`src/adc_frame_pkg.sv`:
```
// constants for the converter frame readout path
// assumes one 200 MHz system clock; serial pins are sampled, not used as clocks
package adc_frame_pkg;

    // frame layout
    localparam int unsigned CH_COUNT    = 8;
    localparam int unsigned WORD_BITS   = 24;
    localparam int unsigned RAW_BITS    = 26;
    localparam int unsigned BANK_COUNT  = 2;
    localparam int unsigned MEM_DEPTH   = CH_COUNT * BANK_COUNT;
    localparam int unsigned ADDR_BITS   = 4;
    localparam int unsigned GPIO_BITS   = 4;
    localparam int unsigned FAULT_BITS  = 8;

    // status word field positions
    localparam int unsigned STAT_POS_LSB  = 16;
    localparam int unsigned STAT_NEG_LSB  = 8;
    localparam int unsigned STAT_GPIO_LSB = 4;
    localparam logic [3:0]  STAT_PAD      = 4'h0;

    // word lengths and frame counts, as index of the last bit, word or channel
    localparam logic [4:0] WIDE_LAST   = 5'h17;
    localparam logic [4:0] NARROW_LAST = 5'h0F;
    localparam logic [3:0] LAST_WORD   = 4'h8;
    localparam logic [2:0] LOAD_LAST   = 3'h7;

    // rate select codes that give 16-bit results
    localparam logic [2:0] RATE_NARROW_A = 3'h0;
    localparam logic [2:0] RATE_NARROW_B = 3'h1;

    // clipping limits: 24-bit ones on the raw result scale, 16-bit ones after the NARROW_SHIFT right shift
    localparam int unsigned NARROW_SHIFT = 8;
    localparam logic signed [RAW_BITS-1:0] LIM16_HI = 26'sh0007FFF;
    localparam logic signed [RAW_BITS-1:0] LIM16_LO = 26'sh3FF8000;
    localparam logic signed [RAW_BITS-1:0] LIM24_HI = 26'sh07FFFFF;
    localparam logic signed [RAW_BITS-1:0] LIM24_LO = 26'sh3800000;
    localparam logic [15:0] SAT16_POS = 16'h7FFF;
    localparam logic [15:0] SAT16_NEG = 16'h8000;
    localparam logic [23:0] SAT24_POS = 24'h7FFFFF;
    localparam logic [23:0] SAT24_NEG = 24'h800000;

    // reset values
    localparam logic FLAG_IDLE = 1'b1;

endpackage

```
`src/frame_snapshot_mem.sv`:
```
// two banks of eight channel words, registered read data
// assumes writer and reader never use the same bank at the same time
`timescale 1ns/10ps
module frame_snapshot_mem
    import adc_frame_pkg::*;
(
    // clock and reset
    input  wire logic                 clock,
    input  wire logic                 arst_n,
    // write port
    input  wire logic                 wr_en,
    input  wire logic [ADDR_BITS-1:0] wr_addr,
    input  wire logic [WORD_BITS-1:0] wr_data,
    // read port
    input  wire logic [ADDR_BITS-1:0] rd_addr,
    output logic      [WORD_BITS-1:0] rd_data
);

    logic [WORD_BITS-1:0] mem_q [MEM_DEPTH];

    always_ff @(posedge clock) begin
        if (wr_en) begin
            mem_q[wr_addr] <= wr_data;
        end
    end

    always_ff @(posedge clock or negedge arst_n) begin
        if (!arst_n) begin
            rd_data <= '0;
        end else begin
            rd_data <= mem_q[rd_addr];
        end
    end

endmodule

```
`src/adc_frame_readout.sv`:
```
// serial frame readout: data-ready flag, snapshot banks and output shifter
// assumes serial clock, chip select and data in come from pins of a host master
`timescale 1ns/10ps
module adc_frame_readout
    import adc_frame_pkg::*;
(
    // clock and reset
    input  wire logic                          clock,
    input  wire logic                          arst_n,
    // serial pins
    input  wire logic                          sclk,
    input  wire logic                          cs_n,
    input  wire logic                          din,
    output logic                               serial_out,
    output logic                               serial_out_oe,
    output logic                               conversion_done_flag_n,
    // command decoder side
    output logic                               serial_in_bit,
    output logic                               serial_in_valid,
    input  wire logic                          single_read_req,
    input  wire logic                          continuous_read_mode,
    input  wire logic                          chain_input_enable,
    input  wire logic [2:0]                    rate_select_field,
    // converter side
    input  wire logic                          conv_valid,
    output logic                               conv_busy,
    input  wire logic [CH_COUNT*RAW_BITS-1:0]  channel_results,
    input  wire logic [CH_COUNT-1:0]           channel_powered_down,
    input  wire logic [FAULT_BITS-1:0]         positive_fault_flags,
    input  wire logic [FAULT_BITS-1:0]         negative_fault_flags,
    input  wire logic [GPIO_BITS-1:0]          gpio_data
);

    typedef struct packed {
        logic                             sclk_m;
        logic                             sclk_s;
        logic                             sclk_p;
        logic                             cs_m;
        logic                             cs_s;
        logic                             cs_p;
        logic                             din_m;
        logic                             din_s;
        logic                             flag_n;
        logic                             load_busy;
        logic [2:0]                       load_idx;
        logic                             wr_bank;
        logic                             rd_bank;
        logic                             latest;
        logic                             rd_pend;
        logic [BANK_COUNT-1:0][WORD_BITS-1:0] stat;
        logic [BANK_COUNT-1:0]            narrow_b;
        logic [WORD_BITS-1:0]             sh;
        logic [4:0]                       bit_cnt;
        logic [3:0]                       word_idx;
        logic                             done;
        logic                             dout;
        logic                             din_bit;
        logic                             din_valid;
    } state_s;

    state_s s_q;
    state_s s_d;

    logic                 sclk_rise;
    logic                 sclk_fall;
    logic                 cs_rise;
    logic                 load_last;
    logic                 start;
    logic                 src;
    logic [4:0]           last_bit;
    logic                 mem_we;
    logic [ADDR_BITS-1:0] mem_waddr;
    logic [WORD_BITS-1:0] mem_wdata;
    logic [ADDR_BITS-1:0] mem_raddr;
    logic [WORD_BITS-1:0] mem_rdata;
    logic signed [RAW_BITS-1:0] raw_sel;

    function automatic logic is_narrow(input logic [2:0] rate);
        is_narrow = (rate == RATE_NARROW_A) || (rate == RATE_NARROW_B);
    endfunction

    // clip to the selected width; 16-bit words sit in the upper bits
    function automatic logic [WORD_BITS-1:0] sat_word(input logic signed [RAW_BITS-1:0] raw,
                                                      input logic                       narrow);
        logic signed [RAW_BITS-1:0] v;
        logic [WORD_BITS-1:0]       r;
        v = raw;
        r = '0;
        if (narrow) begin
            v = raw >>> NARROW_SHIFT;
            if (v > LIM16_HI) begin
                r = {SAT16_POS, 8'h00};
            end else if (v < LIM16_LO) begin
                r = {SAT16_NEG, 8'h00};
            end else begin
                r = {v[15:0], 8'h00};
            end
        end else begin
            if (v > LIM24_HI) begin
                r = SAT24_POS;
            end else if (v < LIM24_LO) begin
                r = SAT24_NEG;
            end else begin
                r = v[WORD_BITS-1:0];
            end
        end
        sat_word = r;
    endfunction

    assign sclk_rise = s_q.sclk_s & ~s_q.sclk_p;
    assign sclk_fall = ~s_q.sclk_s & s_q.sclk_p;
    assign cs_rise   = s_q.cs_s & ~s_q.cs_p;
    assign load_last = s_q.load_busy && (s_q.load_idx == LOAD_LAST);
    assign last_bit  = (s_q.word_idx == 4'h0 || !s_q.narrow_b[s_q.rd_bank]) ? WIDE_LAST : NARROW_LAST;

    // snapshot writes go to the bank that no readout uses
    assign raw_sel   = channel_results[s_q.load_idx*RAW_BITS +: RAW_BITS];
    assign mem_we    = s_q.load_busy;
    assign mem_waddr = {s_q.wr_bank, s_q.load_idx};
    assign mem_wdata = channel_powered_down[s_q.load_idx] ? '0 : sat_word(raw_sel, s_q.narrow_b[s_q.wr_bank]);
    assign mem_raddr = {s_q.rd_bank, s_q.word_idx[2:0]};

    always_comb begin
        s_d = s_q;
        start = 1'b0;
        src   = s_q.latest;
        // pin synchronisers
        s_d.sclk_m    = sclk;
        s_d.sclk_s    = s_q.sclk_m;
        s_d.sclk_p    = s_q.sclk_s;
        s_d.cs_m      = cs_n;
        s_d.cs_s      = s_q.cs_m;
        s_d.cs_p      = s_q.cs_s;
        s_d.din_m     = din;
        s_d.din_s     = s_q.din_m;
        s_d.din_valid = 1'b0;

        if (sclk_fall) begin
            s_d.flag_n = 1'b1;
            if (!s_q.cs_s) begin
                s_d.din_bit   = s_q.din_s;
                s_d.din_valid = 1'b1;
            end
        end

        // result loader, one channel word per cycle
        if (s_q.load_busy) begin
            s_d.load_idx = s_q.load_idx + 3'h1;
            if (load_last) begin
                s_d.load_busy = 1'b0;
                s_d.latest    = s_q.wr_bank;
                s_d.flag_n    = 1'b0;
                if (continuous_read_mode || s_q.rd_pend) begin
                    start       = 1'b1;
                    src         = s_q.wr_bank;
                    s_d.rd_pend = 1'b0;
                end
            end
        end else if (conv_valid) begin
            s_d.load_busy = 1'b1;
            s_d.load_idx  = 3'h0;
            s_d.wr_bank   = (s_q.latest != s_q.rd_bank) ? s_q.latest : ~s_q.rd_bank;
            s_d.stat[s_d.wr_bank] = {positive_fault_flags, negative_fault_flags, gpio_data, STAT_PAD};
            s_d.narrow_b[s_d.wr_bank] = is_narrow(rate_select_field);
        end

        // single read: wait for a load in flight rather than read half a set
        if (single_read_req) begin
            if ((s_q.load_busy && !load_last) || (!s_q.load_busy && conv_valid)) begin
                s_d.rd_pend = 1'b1;
            end else begin
                start = 1'b1;
                src   = load_last ? s_q.wr_bank : s_q.latest;
            end
        end

        // output shifter
        if (start) begin
            s_d.rd_bank  = src;
            s_d.sh       = s_q.stat[src];
            s_d.bit_cnt  = 5'h00;
            s_d.word_idx = 4'h0;
            s_d.done     = 1'b0;
        end else if (cs_rise) begin
            s_d.sh       = s_q.stat[s_q.rd_bank];
            s_d.bit_cnt  = 5'h00;
            s_d.word_idx = 4'h0;
            s_d.done     = 1'b0;
        end else if (sclk_rise && !s_q.cs_s) begin
            s_d.dout    = s_q.done ? 1'b0 : s_q.sh[WORD_BITS-1];
            s_d.sh      = {s_q.sh[WORD_BITS-2:0], 1'b0};
            s_d.bit_cnt = s_q.bit_cnt + 5'h01;
            if (s_q.bit_cnt == last_bit) begin
                s_d.bit_cnt = 5'h00;
                if (s_q.word_idx == LAST_WORD) begin
                    if (chain_input_enable) begin
                        s_d.word_idx = 4'h0;
                        s_d.sh       = s_q.stat[s_q.rd_bank];
                    end else begin
                        s_d.done = 1'b1;
                    end
                end else begin
                    s_d.word_idx = s_q.word_idx + 4'h1;
                    s_d.sh       = mem_rdata;
                end
            end
        end
    end

    always_ff @(posedge clock or negedge arst_n) begin
        if (!arst_n) begin
            s_q <= '{flag_n: FLAG_IDLE, sclk_m: 1'b0, sclk_s: 1'b0, sclk_p: 1'b0,
                     cs_m: 1'b1, cs_s: 1'b1, cs_p: 1'b1, default: '0};
        end else begin
            s_q <= s_d;
        end
    end

    frame_snapshot_mem u_mem (
        .clock   (clock),
        .arst_n  (arst_n),
        .wr_en   (mem_we),
        .wr_addr (mem_waddr),
        .wr_data (mem_wdata),
        .rd_addr (mem_raddr),
        .rd_data (mem_rdata)
    );

    assign serial_out             = s_q.dout;
    assign serial_out_oe          = ~s_q.cs_s;
    assign conversion_done_flag_n = s_q.flag_n;
    assign serial_in_bit          = s_q.din_bit;
    assign serial_in_valid        = s_q.din_valid;
    assign conv_busy              = s_q.load_busy;
endmodule

```
`config.mk`:
```
export PLATFORM = sky130hd
export DESIGN_NAME = adc_frame_readout
export DESIGN_NICKNAME = d
export VERILOG_FILES = /design/src/adc_frame_pkg.sv /design/src/frame_snapshot_mem.sv /design/src/adc_frame_readout.sv
export SDC_FILE = /design/constraint.sdc
export NUM_CORES = 1
export LEC_CHECK = 0
export ABC_CLOCK_PERIOD_IN_PS = 3300
export BUFFER_PORTS_ARGS = -buffer_cell sky130_fd_sc_hd__buf_4
export CORE_MARGIN = 2
export CORE_UTILIZATION = 35
export CTS_CLUSTER_SIZE = 12
export DETAILED_ROUTE_END_ITERATION = 10
export GPL_TIMING_DRIVEN = 0
export HOLD_SLACK_MARGIN = 0.12
export RECOVER_POWER = 100
export SETUP_SLACK_MARGIN = 0.2
export SLEW_MARGIN = 20
export SYNTH_ARGS = -nofsm -noshare
export SYNTH_HDL_FRONTEND = slang
export SYNTH_SLANG_ARGS = --single-unit
```
`constraint.sdc`:
```
create_clock -name clock -period 3.3 [get_ports clock]
set_clock_uncertainty 0.15 [all_clocks]
set_input_delay 0 -clock clock [delete_from_list [all_inputs] [get_ports clock]]
set_output_delay 0 -clock clock [all_outputs]
set_load 0.01 [all_outputs]
```
==> impl_metrics.env <==
export IMPL_initialDrtViolationCount=1290
export IMPL_routedWlPerCell_um=25.0
export IMPL_layout_drive_gt1_share_pct=33.9
export IMPL_clkTransAtPathRegs_ps=60
export IMPL_grt_overflow=0
export IMPL_rr_worst_depth=7
export IMPL_synth_warnings=0
export IMPL_fmax_mhz=315
export IMPL_yosysSeqAreaShare_pct=65.5
export IMPL_clk_latency_ps=570
export IMPL_postPlaceCellArea_um2=25900
export IMPL_violations="max-capacitance violations, max-slew violations"
export IMPL_regToRegSetupSlack_ps=130
export IMPL_total_leakage_power_nw=10.1
export IMPL_crit_slowest_cell="clkbuf_1"
export IMPL_setup_viol=0
export IMPL_syn_area_per_cell_um2=16.0
export IMPL_critPathCaptureType="flop"
export IMPL_cts_root_buf="clkbuf_16"
export IMPL_drc_errors=0
export IMPL_antenna_found_initial=4
export IMPL_relSlewSlack_pct=-13.3
export IMPL_htreeDepth=2
export IMPL_postSynthCellCount=1386
export IMPL_asyncSetResetFlopFracSynth_pct=23.8
export IMPL_dieArea_um2=65500
export IMPL_hold_path_end="u_mem.mem_q[15][9]"
export IMPL_cts_tree="yes"
export IMPL_required_ps=3440
export IMPL_worst_pin_slew_ps=1700
export IMPL_rsz0062_at_grt="yes"
export IMPL_post_dp_hpwl_um=49000
export IMPL_max_stage_delay_ps=630
export IMPL_fin_crit_ps=3170
export IMPL_grt_use_total_pct=20.1
export IMPL_path_class="flop to flop"
export IMPL_hold_class="input port to flop"
export IMPL_hold_viol_final=0
export IMPL_layout_nets=2061
export IMPL_rr_startpoint="mem_waddr[1]"
export IMPL_final_period_utilization_pct=96.1
export IMPL_gp_congestion=0.912
export IMPL_core_rowCount=92
export IMPL_cts_buffers=51
export IMPL_vias=14500
export IMPL_hold_depth=4
export IMPL_dr_pass1_iters=5
export IMPL_grt_pass1_wl_um=99100
export IMPL_port_buffers=252
export IMPL_crit_fanout=14
export IMPL_synth_edf_count=384
export IMPL_initial_utilization_pct=35.3
export IMPL_ir_worst_vdd_mv=0.555
export IMPL_r2r_end="u_mem.mem_q[14][20]"
export IMPL_fin_area_um2=28100
export IMPL_synth_top_flop_cell="edfxtp_1"
export IMPL_pin_count=254
export IMPL_wirelength_um=67000
export IMPL_diodes=0
export IMPL_syn_area_um2=22200
export IMPL_synth_cell_types=60
export IMPL_syn_to_final_growth_pct=26.7
export IMPL_first_global_vias=15100
export IMPL_cts_sinks=504
export IMPL_status="finished with violations"
export IMPL_crit_chain="clkbuf_2 -> buf_2 -> clkbuf_1 -> mux4_2 -> mux2i_1 -> o31ai_4 -> clkbuf_4"
export IMPL_syn_num_nets=1642
export IMPL_ant_nets=0
export IMPL_min_from="channel_results[139]"
export IMPL_die_h_um=256
export IMPL_synth_seq_cells=504
export IMPL_start_kind="flop"
export IMPL_core_um2=62900
export IMPL_grt_max_degree=69
export IMPL_maxSlewViolCount=69
export IMPL_chipWidth_um=256
export IMPL_fillerInstances=5639
export IMPL_power_density_nw_per_um2=901
export IMPL_drv_cap=1
export IMPL_finalPower_w=0.0253
export IMPL_cts_buffer_depth=3
export IMPL_arrival_ps=3310
export IMPL_vias_per_cell=5.41
flip-flops by register name, summed over array words and instances, names as in the netlist:
signal,count
mem_raddr,4
mem_waddr,4
u_mem.mem_q,384
conv_busy,1
s_q,78
conversion_done_flag_n,1
serial_in_valid,1
serial_out,1
u_mem.rd_data,24
s_d,5
serial_in_bit,1
synthesized netlist by cell type, types with 2 or more instances:
cell type	number	area, um2
buf_2	28	140
and3b_1	2	17.5
a21o_1	13	97.6
nor2b_1	6	37.5
ha_1	8	100
nor2_1	58	218
nand2_1	55	206
o21a_1	2	15.0
o41ai_1	9	78.8
edfxtp_1	384	11500
o21bai_1	4	30.0
a31oi_1	22	138
a22oi_1	35	263
inv_1	9	33.8
o21ai_1	12	60.1
a21oi_1	42	210
a311oi_1	10	87.6
clkbuf_1	53	199
nand3_1	10	50.1
mux4_1	2	52.6
dfrtp_1	116	2900
o21bai_2	4	45.0
a221oi_1	24	210
o31ai_1	20	150
a211oi_1	2	15.0
mux2_2	77	867
nor4_1	2	12.5
buf_1	15	56.3
mux2i_1	122	1220
mux4_2	96	2160
o22ai_1	9	56.3
or3_1	4	25.0
a221o_1	4	40.0
dfstp_2	4	105
a22o_1	4	35.0
o21ai_0	55	275
nand3b_1	5	37.5
and2_1	5	31.3
nor3b_1	2	15.0
nand2b_1	7	43.8
nor3_1	26	130
worst max-delay path, delay by kind of cell, from the launching register on:
family	cells	cell delay, ps
compound gates	1	130
buf+inv	4	1440
flops	1	460
mux	2	700
cells in the final DEF, fill, tap and decap left out, drive strengths merged, types with 5 or more instances in the layout:
cell type    instances
a221oi              24
nand2               55
mux2                78
o41ai                9
o22ai                9
a311oi              10
buf                305
clkbuf             170
a21o                13
nand3b               5
clkinv              13
dfrtp              116
o21ai               67
a21oi               42
dlygate4sd3         58
nor3                27
mux2i              123
a22oi               35
nor2b                6
ha                   8
o31ai               20
inv                 10
o21bai               8
nor2                58
mux4                98
nand3               10
edfxtp             384
a31oi               22
and2                 5
nand2b               7
logic make-up after synthesis:
family / count (synthesis) / share of synthesized area [%]
flops: 504 / 65.5
fa+ha+maj: 8 / 0.451
buf+inv: 106 / 1.97
mux: 299 / 19.5
simple gates: 188 / 3.94
compound gates: 281 / 8.65
per-layer routing:
| metal | track usage [%] | share of wire [%] |
|---|---|---|
| met2 | 34.4 | 50 |
| met3 | 2.66 | 4.6 |
| met4 | 4.22 | 1.8 |
| met5 | 0 | 0 |
| met1 | 27.5 | 43 |
what timing repair did:
action                                  in CTS  in global routing
endpoints found under the hold margin      195                  0
endpoints found under the setup margin     541                310
buffers inserted                             7                 14
pin swaps                                   10                  9
resized for setup                           56                 25
hold buffers                                59                  0
per-stage QoR:
stage               util, %  setup TNS, ps  hold WS (ps)  setup WS [ps]  cells
finish                 44.7              0           105            129   2683
global route           44.7              0           125           13.7   2683
CTS                    45.1              0           122            137   2669
detailed placement     41.2         -61270         -89.3          -1060   2518
global placement       40.0        -674960         -35.4          -2570   2484
floorplan                 -           -608          -446          -12.7   1386
report_power, final:
part | internal (W) | switching (W) | total, W
Clock | 0.00300 | 0.00234 | 0.00533
Sequential | 0.0103 | 0.000624 | 0.0110
Combinational | 0.00335 | 0.00570 | 0.00905
cell type report:
cell class	instances	area (um2)	share of cell area (%)
repair buffers	366	3010	10.7
multi-input cells	776	7510	26.7
clock buffers	70	1390	4.94
well taps	846	1060	3.76
flip-flops and latches	504	14500	51.7
clock inverters	15	105	0.374
plain buffers	97	484	1.72
inverters	9	33.8	0.120
worst max-delay path by stage:
stage	start	end	slack, ps
after floorplan	mem_waddr[2]	u_mem.mem_q[2][0]	-10
after global placement	mem_waddr[2]	u_mem.mem_q[3][4]	-2570
after detailed placement	mem_raddr[1]	s_q[7]	-1060
after CTS	mem_waddr[1]	u_mem.mem_q[11][20]	140
after global routing	mem_waddr[1]	u_mem.mem_q[4][12]	10
final	mem_waddr[1]	u_mem.mem_q[14][20]	130
No activity file was read; power rests on OpenSTA's default activity.
